==> src/smc_pkg.sv <==
// shared constants, types and mode table of the sleep-mode controller
package smc_pkg;

  // ----------------------------------------------------------------
  // register map (byte addresses)
  // ----------------------------------------------------------------
  localparam logic [7:0] SMC_IEN_CMD_OFF = 8'hc0;
  localparam logic [7:0] SMC_IDIS_CMD_OFF = 8'hc4;
  localparam logic [7:0] SMC_IEN_STATE_OFF = 8'hc8;
  localparam logic [7:0] SMC_IRQ_STATUS_OFF = 8'hd0;
  localparam logic [7:0] SMC_CTRL_OFF = 8'hd4;
  localparam logic [7:0] SMC_SLEEP_STATE_OFF = 8'hd8;

  // ----------------------------------------------------------------
  // field positions and reset values
  // ----------------------------------------------------------------
  localparam int SMC_ACCESS_ERROR_BIT = 31;
  localparam int SMC_CLOCK_READY_BIT = 5;
  localparam int SMC_CLOCK_FAILURE_BIT = 0;
  localparam logic [31:0] SMC_IRQ_IMPL_MASK = 32'h8000_0021;
  localparam logic [31:0] SMC_IEN_STATE_RST = 32'h0000_0000;
  localparam logic [31:0] SMC_IRQ_STATUS_RST = 32'h0000_0000;
  localparam int SMC_CTRL_XTAL_BIT = 0;
  localparam logic SMC_CTRL_XTAL_RST = 1'b0;
  localparam logic [2:0] SMC_MAX_MODE = 3'h6;

  // axi responses
  localparam logic [1:0] SMC_RESP_OKAY = 2'h0;
  localparam logic [1:0] SMC_RESP_SLVERR = 2'h2;

  // ----------------------------------------------------------------
  // timing: clock-source restart wait on wake from deep modes
  // ----------------------------------------------------------------
  localparam int SMC_CLK_MHZ = 250;
  localparam int SMC_SRC_START_NS = 1000;
  localparam int SMC_SRC_START_CYC = (SMC_SRC_START_NS * SMC_CLK_MHZ + 999) / 1000;
  localparam logic [2:0] SMC_DEEP_MODE = 3'h3;

  // regulator level
  typedef enum logic [1:0] {
    SMC_VREG_NORMAL = 2'h0,
    SMC_VREG_LOW = 2'h1,
    SMC_VREG_OFF = 2'h2
  } smc_vreg_t;

  // enables of every domain, source and analog block
  typedef struct packed {
    logic cpu_clk;
    logic hsb_clk;
    logic pb_generic_clocks;
    logic sources;
    logic cycle_timer;
    logic slow_xtal;
    logic sys_rc;
    logic async_wdt;
    logic bandgap_bod;
    smc_vreg_t vreg;
  } smc_pwr_t;

  // interrupt events of the block
  typedef struct packed {
    logic access_error;
    logic clock_ready;
    logic clock_failure;
  } smc_evt_t;

  // power table: asleep low gives the run setting
  function automatic smc_pwr_t smc_pwr_f(input logic [2:0] mode, input logic asleep,
                                         input logic xtal);
    smc_pwr_t p;
    p.cpu_clk = !asleep;
    p.hsb_clk = !asleep || (mode == 3'h0);
    p.pb_generic_clocks = !asleep || (mode <= 3'h1);
    p.sources = !asleep || (mode <= 3'h2);
    p.cycle_timer = !asleep || (mode <= 3'h2);
    p.slow_xtal = xtal;
    p.sys_rc = !asleep || (mode <= 3'h4);
    p.async_wdt = !asleep || (mode <= 3'h3);
    p.bandgap_bod = !asleep || (mode <= 3'h3);
    if (!asleep || mode <= 3'h2)
    begin
      p.vreg = SMC_VREG_NORMAL;
    end
    else if (mode <= 3'h5)
    begin
      p.vreg = SMC_VREG_LOW;
    end
    else
    begin
      p.vreg = SMC_VREG_OFF;
    end
    return p;
  endfunction

endpackage

==> src/smc_sleep_ctrl.sv <==
// sleep-mode controller with axi4-lite register slave and interrupt logic
//
// Functional notes
// sleep instruction stops cpu and every domain of the mode, ignoring masks.
// an interrupt request wakes the device and restarts cpu and halted modules.
// interrupts from modules unclocked in the current mode cannot wake.
// cpu gives mode index 0 to 6 with the sleep instruction.
// mode 0 stops only the cpu clock; regulator normal.
// mode 1 stops cpu and high-speed bus domain; regulator normal.
// mode 2 stops all synchronous domains; sources, cycle timer, bandgap run.
// mode 3 also stops sources and cycle timer; regulator low power.
// mode 4 also turns off bandgap and brownout detector.
// mode 5 also stops the system rc oscillator.
// mode 6 also switches the regulator off; 3.3V supply with 1.8V io only.
// slow crystal runs through sleep only when software enabled it before.
// regulator level follows the selected sleep mode.
// enable-state register reads 1 for enabled interrupts; resets to zero.
// writing one to enable command sets the matching mask bit.
// writing one to disable command clears the matching mask bit.
// access error bit 31, clock ready bit 5, clock failure bit 0.
// on wake restore sources, then domains, then release the cpu.
//
// The AXI4-Lite interface to the registers was left to the implementer.
`timescale 1ns/1ps
module smc_sleep_ctrl
  import smc_pkg::*;
#(
  parameter int AXI_AW = 8,
  parameter int START_CYC = SMC_SRC_START_CYC
)
(
  input wire logic clock_i,
  input wire logic rst_b_i,
  input wire logic ce_i,
  // sleep instruction from the cpu
  input wire logic sleep_req_i,
  input wire logic [2:0] sleep_mode_i,
  // wake requests
  input wire logic wake_pb_irq_i,
  input wire logic wake_async_irq_i,
  // clock events
  input wire logic clock_ready_evt_i,
  input wire logic clock_failure_evt_i,
  // axi4-lite slave
  input wire logic [AXI_AW-1:0] s_axi_awaddr,
  input wire logic s_axi_awvalid,
  output logic s_axi_awready,
  input wire logic [31:0] s_axi_wdata,
  input wire logic [3:0] s_axi_wstrb,
  input wire logic s_axi_wvalid,
  output logic s_axi_wready,
  output logic [1:0] s_axi_bresp,
  output logic s_axi_bvalid,
  input wire logic s_axi_bready,
  input wire logic [AXI_AW-1:0] s_axi_araddr,
  input wire logic s_axi_arvalid,
  output logic s_axi_arready,
  output logic [31:0] s_axi_rdata,
  output logic [1:0] s_axi_rresp,
  output logic s_axi_rvalid,
  input wire logic s_axi_rready,
  // power control and status
  output smc_pwr_t pwr_o,
  output logic sleeping_o,
  output logic irq_o
);

  // ----------------------------------------------------------------
  // helpers
  // ----------------------------------------------------------------
  // word-aligned address match
  function automatic logic hit_f(input logic [AXI_AW-1:0] addr, input logic [7:0] off);
    return addr[AXI_AW-1:2] == off[AXI_AW-1:2];
  endfunction

  // byte strobes widened to a bit mask
  function automatic logic [31:0] strb_mask_f(input logic [3:0] strb);
    return {{8{strb[3]}}, {8{strb[2]}}, {8{strb[1]}}, {8{strb[0]}}};
  endfunction

  typedef enum logic [1:0] {
    ST_RUN,
    ST_SLEEP,
    ST_WAKE_SRC,
    ST_WAKE_DOM
  } smc_state_t;

  localparam logic [11:0] START_LAST = 12'(START_CYC - 1);

  smc_state_t state_ff;
  smc_pwr_t pwr_ff;
  logic [2:0] mode_ff;
  logic [11:0] wait_ff;
  logic [31:0] ien_ff;
  logic [31:0] status_ff;
  logic [31:0] nxt_status;
  logic xtal_en_ff;
  logic irq_ff;
  logic aw_held_ff;
  logic w_held_ff;
  logic [AXI_AW-1:0] waddr_ff;
  logic [31:0] wdata_ff;
  logic [3:0] wstrb_ff;
  logic bvalid_ff;
  logic [1:0] bresp_ff;
  logic arready_ff;
  logic rvalid_ff;
  logic [31:0] rdata_ff;
  logic [1:0] rresp_ff;
  logic wr_fire;
  logic wr_mapped;
  logic rd_fire;
  logic rd_mapped;
  logic [31:0] wbits;
  logic wake_hit;
  smc_evt_t evt;

  // ----------------------------------------------------------------
  // write channel
  // ----------------------------------------------------------------
  // write happens once both address and data are held and no response waits
  assign wr_fire = ce_i && aw_held_ff && w_held_ff && !bvalid_ff;
  assign wbits = wdata_ff & strb_mask_f(wstrb_ff);
  assign wr_mapped = hit_f(waddr_ff, SMC_IEN_CMD_OFF) || hit_f(waddr_ff, SMC_IDIS_CMD_OFF)
                  || hit_f(waddr_ff, SMC_IEN_STATE_OFF) || hit_f(waddr_ff, SMC_IRQ_STATUS_OFF)
                  || hit_f(waddr_ff, SMC_CTRL_OFF) || hit_f(waddr_ff, SMC_SLEEP_STATE_OFF);

  // address and data latches, taken in either order
  always_ff @(posedge clock_i or negedge rst_b_i)
  begin
    if (!rst_b_i)
    begin
      aw_held_ff <= 1'b0;
      w_held_ff <= 1'b0;
      waddr_ff <= '0;
      wdata_ff <= 32'h0000_0000;
      wstrb_ff <= 4'h0;
    end
    else if (ce_i)
    begin
      if (s_axi_awvalid && !aw_held_ff)
      begin
        aw_held_ff <= 1'b1;
        waddr_ff <= s_axi_awaddr;
      end
      else if (wr_fire)
      begin
        aw_held_ff <= 1'b0;
      end
      if (s_axi_wvalid && !w_held_ff)
      begin
        w_held_ff <= 1'b1;
        wdata_ff <= s_axi_wdata;
        wstrb_ff <= s_axi_wstrb;
      end
      else if (wr_fire)
      begin
        w_held_ff <= 1'b0;
      end
    end
  end

  // write response; unmapped addresses answer slverr
  always_ff @(posedge clock_i or negedge rst_b_i)
  begin
    if (!rst_b_i)
    begin
      bvalid_ff <= 1'b0;
      bresp_ff <= SMC_RESP_OKAY;
    end
    else if (ce_i)
    begin
      if (wr_fire)
      begin
        bvalid_ff <= 1'b1;
        bresp_ff <= wr_mapped ? SMC_RESP_OKAY : SMC_RESP_SLVERR;
      end
      else if (bvalid_ff && s_axi_bready)
      begin
        bvalid_ff <= 1'b0;
      end
    end
  end

  // ----------------------------------------------------------------
  // read channel
  // ----------------------------------------------------------------
  assign rd_fire = ce_i && s_axi_arvalid && arready_ff;
  assign rd_mapped = hit_f(s_axi_araddr, SMC_IEN_CMD_OFF) || hit_f(s_axi_araddr, SMC_IDIS_CMD_OFF)
                  || hit_f(s_axi_araddr, SMC_IEN_STATE_OFF)
                  || hit_f(s_axi_araddr, SMC_IRQ_STATUS_OFF)
                  || hit_f(s_axi_araddr, SMC_CTRL_OFF)
                  || hit_f(s_axi_araddr, SMC_SLEEP_STATE_OFF);

  // read data mux; command registers read as zero
  always_ff @(posedge clock_i or negedge rst_b_i)
  begin
    if (!rst_b_i)
    begin
      arready_ff <= 1'b1;
      rvalid_ff <= 1'b0;
      rdata_ff <= 32'h0000_0000;
      rresp_ff <= SMC_RESP_OKAY;
    end
    else if (ce_i)
    begin
      if (rd_fire)
      begin
        arready_ff <= 1'b0;
        rvalid_ff <= 1'b1;
        rresp_ff <= rd_mapped ? SMC_RESP_OKAY : SMC_RESP_SLVERR;
        rdata_ff <= 32'h0000_0000;
        // enable state readback
        if (hit_f(s_axi_araddr, SMC_IEN_STATE_OFF))
        begin
          rdata_ff <= ien_ff;
        end
        else if (hit_f(s_axi_araddr, SMC_IRQ_STATUS_OFF))
        begin
          rdata_ff <= status_ff;
        end
        else if (hit_f(s_axi_araddr, SMC_CTRL_OFF))
        begin
          rdata_ff[SMC_CTRL_XTAL_BIT] <= xtal_en_ff;
        end
        else if (hit_f(s_axi_araddr, SMC_SLEEP_STATE_OFF))
        begin
          rdata_ff[$bits(smc_pwr_t)-1:0] <= pwr_ff;
          rdata_ff[18:16] <= mode_ff;
          rdata_ff[24] <= (state_ff != ST_RUN);
        end
      end
      else if (rvalid_ff && s_axi_rready)
      begin
        rvalid_ff <= 1'b0;
        arready_ff <= 1'b1;
      end
    end
  end

  // ----------------------------------------------------------------
  // interrupt enable, status and output
  // ----------------------------------------------------------------
  // set and clear commands on the enable state
  always_ff @(posedge clock_i or negedge rst_b_i)
  begin
    if (!rst_b_i)
    begin
      ien_ff <= SMC_IEN_STATE_RST;
    end
    else if (wr_fire)
    begin
      if (hit_f(waddr_ff, SMC_IEN_CMD_OFF))
      begin
        ien_ff <= ien_ff | (wbits & SMC_IRQ_IMPL_MASK);
      end
      else if (hit_f(waddr_ff, SMC_IDIS_CMD_OFF))
      begin
        ien_ff <= ien_ff & ~wbits;
      end
    end
  end

  // an unmapped access raises the access error event
  assign evt.access_error = (wr_fire && !wr_mapped) || (rd_fire && !rd_mapped);
  assign evt.clock_ready = clock_ready_evt_i;
  assign evt.clock_failure = clock_failure_evt_i;

  // sticky status, write one to clear; a new event beats the clear
  always_comb
  begin
    nxt_status = status_ff;
    if (wr_fire && hit_f(waddr_ff, SMC_IRQ_STATUS_OFF))
    begin
      nxt_status = status_ff & ~wbits;
    end
    // event bit positions
    if (evt.access_error)
    begin
      nxt_status[SMC_ACCESS_ERROR_BIT] = 1'b1;
    end
    if (evt.clock_ready)
    begin
      nxt_status[SMC_CLOCK_READY_BIT] = 1'b1;
    end
    if (evt.clock_failure)
    begin
      nxt_status[SMC_CLOCK_FAILURE_BIT] = 1'b1;
    end
  end

  always_ff @(posedge clock_i or negedge rst_b_i)
  begin
    if (!rst_b_i)
    begin
      status_ff <= SMC_IRQ_STATUS_RST;
      irq_ff <= 1'b0;
    end
    else if (ce_i)
    begin
      status_ff <= nxt_status & SMC_IRQ_IMPL_MASK;
      irq_ff <= |(status_ff & ien_ff); // one cycle behind status
    end
  end

  // software enable of the slow crystal, taken into sleep as it stands
  always_ff @(posedge clock_i or negedge rst_b_i)
  begin
    if (!rst_b_i)
    begin
      xtal_en_ff <= SMC_CTRL_XTAL_RST;
    end
    else if (wr_fire && hit_f(waddr_ff, SMC_CTRL_OFF) && wstrb_ff[0])
    begin
      xtal_en_ff <= wdata_ff[SMC_CTRL_XTAL_BIT];
    end
  end

  // ----------------------------------------------------------------
  // sleep sequencer
  // ----------------------------------------------------------------
  // peripheral and own interrupts only wake while their domain is clocked
  assign wake_hit = wake_async_irq_i || (pwr_ff.pb_generic_clocks && (wake_pb_irq_i || irq_ff));

  always_ff @(posedge clock_i or negedge rst_b_i)
  begin
    if (!rst_b_i)
    begin
      state_ff <= ST_RUN;
      mode_ff <= 3'h0;
      wait_ff <= 12'h000;
      pwr_ff <= smc_pwr_f(3'h0, 1'b0, SMC_CTRL_XTAL_RST);
    end
    else if (ce_i)
    begin
      case (state_ff)
        ST_RUN:
        begin
          pwr_ff <= smc_pwr_f(3'h0, 1'b0, xtal_en_ff);
          // indices above six are not a sleep mode and are ignored
          if (sleep_req_i && sleep_mode_i <= SMC_MAX_MODE)
          begin
            // apply the mode table, masks ignored
            pwr_ff <= smc_pwr_f(sleep_mode_i, 1'b1, xtal_en_ff);
            mode_ff <= sleep_mode_i;
            state_ff <= ST_SLEEP;
          end
        end
        ST_SLEEP:
        begin
          // interrupt starts the wake sequence
          if (wake_hit)
          begin
            // sources, bandgap and regulator come back first
            pwr_ff.sources <= 1'b1;
            pwr_ff.cycle_timer <= 1'b1;
            pwr_ff.sys_rc <= 1'b1;
            pwr_ff.async_wdt <= 1'b1;
            pwr_ff.bandgap_bod <= 1'b1;
            pwr_ff.vreg <= SMC_VREG_NORMAL;
            wait_ff <= (mode_ff >= SMC_DEEP_MODE) ? START_LAST : 12'h000;
            state_ff <= ST_WAKE_SRC;
          end
        end
        ST_WAKE_SRC:
        begin
          // domains after the sources have settled
          if (wait_ff == 12'h000)
          begin
            pwr_ff.hsb_clk <= 1'b1;
            pwr_ff.pb_generic_clocks <= 1'b1;
            state_ff <= ST_WAKE_DOM;
          end
          else
          begin
            wait_ff <= wait_ff - 12'h001;
          end
        end
        ST_WAKE_DOM:
        begin
          // cpu released last
          pwr_ff <= smc_pwr_f(3'h0, 1'b0, xtal_en_ff);
          state_ff <= ST_RUN;
        end
        default:
        begin
          state_ff <= ST_RUN;
        end
      endcase
    end
  end

  // ----------------------------------------------------------------
  // outputs, all from flip-flops
  // ----------------------------------------------------------------
  assign s_axi_awready = !aw_held_ff;
  assign s_axi_wready = !w_held_ff;
  assign s_axi_bvalid = bvalid_ff;
  assign s_axi_bresp = bresp_ff;
  assign s_axi_arready = arready_ff;
  assign s_axi_rvalid = rvalid_ff;
  assign s_axi_rdata = rdata_ff;
  assign s_axi_rresp = rresp_ff;
  assign pwr_o = pwr_ff;
  assign sleeping_o = !pwr_ff.cpu_clk;
  assign irq_o = irq_ff;

endmodule

==> config.mk <==
export PLATFORM = sky130hd
export DESIGN_NAME = smc_sleep_ctrl
export DESIGN_NICKNAME = d
export VERILOG_FILES = /design/src/smc_pkg.sv /design/src/smc_sleep_ctrl.sv
export SDC_FILE = /design/constraint.sdc
export NUM_CORES = 1
export LEC_CHECK = 0
export ABC_AREA = 0
export BUFFER_PORTS_ARGS = -buffer_cell sky130_fd_sc_hd__buf_2
export CORE_MARGIN = 2
export CORE_UTILIZATION = 30
export DETAILED_ROUTE_END_ITERATION = 8
export GPL_TIMING_DRIVEN = 0
export HOLD_SLACK_MARGIN = 0.03
export PLACE_DENSITY_LB_ADDON = 0.08
export SYNTH_ARGS = -nofsm -noshare
export SYNTH_HDL_FRONTEND = slang
export SYNTH_SLANG_ARGS = --single-unit
==> constraint.sdc <==
create_clock -name clock_i -period 1.7 [get_ports clock_i]
set_input_delay 0.51 -clock clock_i [delete_from_list [all_inputs] [get_ports clock_i]]
set_output_delay 0.51 -clock clock_i [all_outputs]
set_load 0.01 [all_outputs]
Word level (Yosys, flattened, before mapping)
Index checks and enable logic that the tools add are counted.
W data, S select, Z words.
- bits in registers: 150
- input bits: 68
- output and inout bits: 54
- logic and storage cells: 180
- $add $sub $neg: 1
- $lt $le $gt $ge: 7
- equality and inequality tests: 19
- muxes and demuxes: 47
- bitwise gates (word level): 6
- reduce and logical (&&, ||, !) cells: 70
- operators by type and width (kind ; count):
    $and A32 B32 Y32 ; 4
    $mux W32 ; 4
    $eq A6 B6 Y1 const B ; 12
    $mux W11 ; 3
    $not A32 Y32 ; 1
    $or A32 B32 Y32 ; 1
    $reduce_or A32 Y1 ; 1
    $reduce_and A2 Y1 ; 13
    $mux W12 ; 2
    $pmux W12 S2 ; 1
    $reduce_bool A2 Y1 ; 11
    $logic_and A1 B1 Y1 ; 16
    $mux W1 ; 16
    $mux W2 ; 8
    $pmux W5 S3 ; 1
    $logic_or A1 B1 Y1 ; 13
    $logic_not A12 Y1 ; 1
    $pmux W2 S3 ; 2
    $sub A12 B1 Y12 const B ; 1
    $mux W10 ; 1
    $le A3 B3 Y1 const B ; 3
    $mux W3 ; 3
    $reduce_and A3 Y1 ; 3
    $mux W8 ; 1
    other kinds (15) ; 28

Longest topological paths before layout
- word-level depth: 11
- mapped depth: 7

Worst setup path before layout
Ideal clock, no wire load.
- path type: register to register
- from: register state_ff[0]
- to: register wait_ff[6]
- setup time: 121 ps
- arrival: 1629 ps
- data required time: 1579 ps
- path slack: -50 ps
- stages on the path, launching flop included: 8
- path buffers: 1
- clock period less this slack: 1750 ps
- path through: dfrtp_1 inv_1 ha_1 nor3b_2 nand4_4 and2_1 buf_6 a22o_1
- word-level cells in the longest chain between the ends: 3
- elaborated cells on any way between the ends: 7
- RTL lines (element ; line ; text):
    start: declaration ; smc_sleep_ctrl.sv:90 ; smc_state_t state_ff;
    start signal: assignment ; smc_sleep_ctrl.sv:329 ; state_ff <= ST_RUN;
    start signal: assignment ; smc_sleep_ctrl.sv:346 ; state_ff <= ST_SLEEP;
    start signal: assignment ; smc_sleep_ctrl.sv:362 ; state_ff <= ST_WAKE_SRC;
    $eq A2 B2 Y1 or $eq A2 B1 Y1 (tied branches) ; smc_sleep_ctrl.sv:336 ; case (state_ff)
    $ne A2 B2 Y1 (no line) or $reduce_bool A2 Y1 (tied branches) ; n/a ;
    $reduce_and A4 Y1 (no line) ; n/a ;
    end signal: assignment ; smc_sleep_ctrl.sv:361 ; wait_ff <= (mode_ff >= SMC_DEEP_MODE) ? START_LAST : 12'h000;
    end signal: assignment ; smc_sleep_ctrl.sv:376 ; wait_ff <= wait_ff - 12'h001;
    end: declaration ; smc_sleep_ctrl.sv:93 ; logic [11:0] wait_ff;
Parallel ways exist; a longest one is shown, timed or not.
A chain may end at the register's enable or synchronous reset.

Worst setup path after layout
Ends and elaborated chain as after synthesis.

==> flow_summary.toml <==
[floorplan]
initial_core_util_pct = 30.5
io_pins = 122
coreArea_sq_um = 21000
die_area_sq_um = 22500
num_rows = 53
die_height_um = 150
die_x_um = 150

[layout]
n_antenna_cell = 0
seq_area_sq_um = 3620
layout.nets = 813
fillers = 1978
drive_above_1_share_pct = 43.2
multi_input_area_sq_um = 2860
areaGrowthSynthToFinish_pct = 37.3

[global_routing]
grt_pass1_wl_mm = 28.9
grt_use_total_pct = 16.9
first_global_vias = 5233
overflow = 0
grt_start_max_net_pins = 85
antenna_found_initial = 0

[critical_path]
worst-r2r-setup-slack_ns = -0.08
critPathLaunchType = "flop"
critPathKind = "flop to flop"
required_ns = 2.01
worstPathArrival_ns = 2.09
crit_fanout = 7
end_kind = "flop"
r2r-end = "wait_ff[6]"
r2r_cells = 7
rr_startpoint = "state_ff[0]"

[synth]
yosysWarnings = 0
synth_edf_count = 0
synth_cell_types = 65
yosysMostFrequentCell = "dfrtp_1"
post_synth.cell_area_avg_sq_um = 11.4
synth-compound-area-share_pct = 14.6
synth_top_family_by_area = "simple AND/OR/NAND/NOR gates"
synth_common_cells = "dfrtp_1 (137), nand2_1 (51), nor2_1 (43)"
muxShareOfSynthArea_pct = 9.57
synth_fa_ha_area_share_pct = 0.976
yosysTopAreaCell = "dfrtp_1"
syn_inst = 562
ys_seq_elements = 144
ys_seq_area_share_pct = 56.4
yosys.area_share.simple_pct = 14.7
synth_area_sq_um = 6410
synth_ff_type = "dfrtp_1"
synth_area_leaders = "dfrtp_1 (54%), mux2_2 (6.7%), o21a_1 (3.7%), a21oi_1 (3.3%), nand2_1 (3.0%)"
synthDominantCellAreaShare_pct = 53.5
async_flop_share_pct = 100
synth_xor_area_share_pct = 0

[sta]
setup_viol = 28
hold_violations = 0
finalMaxSlewViolations = 0
fin_crit_sh_pct = 105
finalWorstSetupSlack_ns = -0.0798
timing.hold.ws_ns = 0.0757
tightest_slew_ns = 0.775
grt_setup_unrepaired = "true"
tns_ns = -0.873
skew_ns = 0.00585
fmax_ghz = 0.562
fin_crit_ns = 1.78
relSlewSlack_pct = 48.4

[routing]
dr_total_vias = 5038
drc = 0
wl_mm = 18.6
postRouteAntennaNets = 0
via_per_inst = 4.90
drtIter0Drc = 178
firstDrtPassIters = 5
wl_per_cell_um = 18.1

[placed_design]
place_hpwl_mm = 12.7
place.gp.congestion = 0.797
port_buffers = 114

[power]
total_power_mw = 13.4
p_leak_nw = 4.15
ir_drop_v = 0.000658
p_per_area_nw_per_um2 = 1520

[clocking]
clkSinkCount = 144
cts_tree = "done"
h-tree-depth = 4
cts_root_buf = "clkbuf_16"
insertion_delay_ns = 0.42
ctsLongestPathBuffers = 2
cts_buffers = 17
clk_pin_slew_ns = 0.06
cts_hold_buf = 0

[job]
drv_cap = 0

[hold_path]
hp-class = "input pin to asynchronous set/reset pin"

[outcome]
violations = "negative setup slack"
status = "finished, violations left"
layer usage:
metal	track usage, %	part of all wire [%]	up-vias
met2	27.4	47	112
met1	22.7	47	2517
li1	-	-	2384
met5	0	0	-
met3	3.48	4.3	25
met4	5.24	1.7	0
report_power, final:
group / switching [mW] / total, mW / internal [mW]
clock network: 1.52 / 3.88 / 2.36
logic: 2.18 / 4.37 / 2.19
registers: 0.790 / 5.11 / 4.32
total: 4.50 / 13.4 / 8.86
worst max path at each step:
stage / from / endpoint / slack [ns] / depth (start not counted)
after global placement: rst_b_i / s_axi_rdata[7] / -2.12 / 1
after detailed placement: ce_i / s_axi_rdata[7] / -0.52 / 6
after floorplan: state_ff[0] / wait_ff[6] / 0.001 / 7
after global routing: wait_ff[11] / state_ff[1] / -0.16 / 4
after CTS: waddr_ff[5] / flop / -0.07 / 5
final: state_ff[0] / wait_ff[6] / -0.08 / 7
metrics by stage:
stage          setup slack (ns)  util, %  instances  instance area (sq um)
2_1_floorplan           0.00113        -        563                   6420
3_3_place_gp              -2.12     34.9        952                   7330
3_5_place_dp             -0.516     35.1        953                   7370
4_1_cts                 -0.0683     40.2       1015                   8460
5_1_grt                  -0.160     41.8       1028                   8790
6_report                -0.0798     41.8       1028                   8790
final cells by class:
class / instances / share of cell area (%)
Sequential cell: 144 / 41.1
Multi-Input combinational cell: 368 / 32.5
Tap cell: 275 / 3.91
Clock buffer: 20 / 5.08
Buffer: 30 / 2.26
Clock inverter: 12 / 1.82
Timing Repair Buffer: 162 / 12.5
Inverter: 17 / 0.782
timing repair:
action	CTS	global route
cloned	1	3
setup endpoints to repair	67	70
gates resized for setup	52	57
buffers inserted	32	14
endpoints found under the hold margin	0	0
pin swaps	30	37
kinds of logic after synthesis:
kind of cell    after synthesis
fa+ha+maj                     5
simple gates                172
mux                          55
other cells                   1
buf+inv                      51
compound gates              134
flops                       144
worst max-delay path: stages, from the launching register on:
cell and delay [ns]:
dfrtp_2 0.44, inv_4 0.09, ha_4 0.17, nor3b_4 0.23
buf_4 0.15, nand4_4 0.13, and2_4 0.22, a22o_1 0.23
registers in the layout, indices dropped and copies added, names as in the netlist, 3 cells and up, named ones only:
signal       flops
ien_ff          29
mode_ff          3
pwr_o            9
s_axi_rdata     32
status_ff        3
waddr_ff         6
wait_ff         12
wdata_ff        32
wstrb_ff         4
cell usage in the layout (no fill, tap or decap), types with 6 or more instances in the layout:
cell / netlist / routed
a21oi_1: 42 / 28
a21oi_2: 1 / 13
a221oi_1: 15 / 15
buf_2: 10 / 116
buf_4: 5 / 35
buf_6: 2 / 15
clkbuf_1: 16 / 10
clkbuf_16: 0 / 20
clkbuf_2: 0 / 6
dfrtp_1: 137 / 134
dfstp_2: 7 / 7
inv_1: 16 / 13
mux2_1: 12 / 8
mux2_2: 38 / 37
nand2_1: 51 / 50
nand3_1: 28 / 26
nand3b_1: 6 / 6
nor2_1: 43 / 43
nor3_4: 1 / 6
nor4_4: 2 / 6
o21a_1: 32 / 32
o21ai_0: 8 / 7
Power figures use the tool's default switching activity.
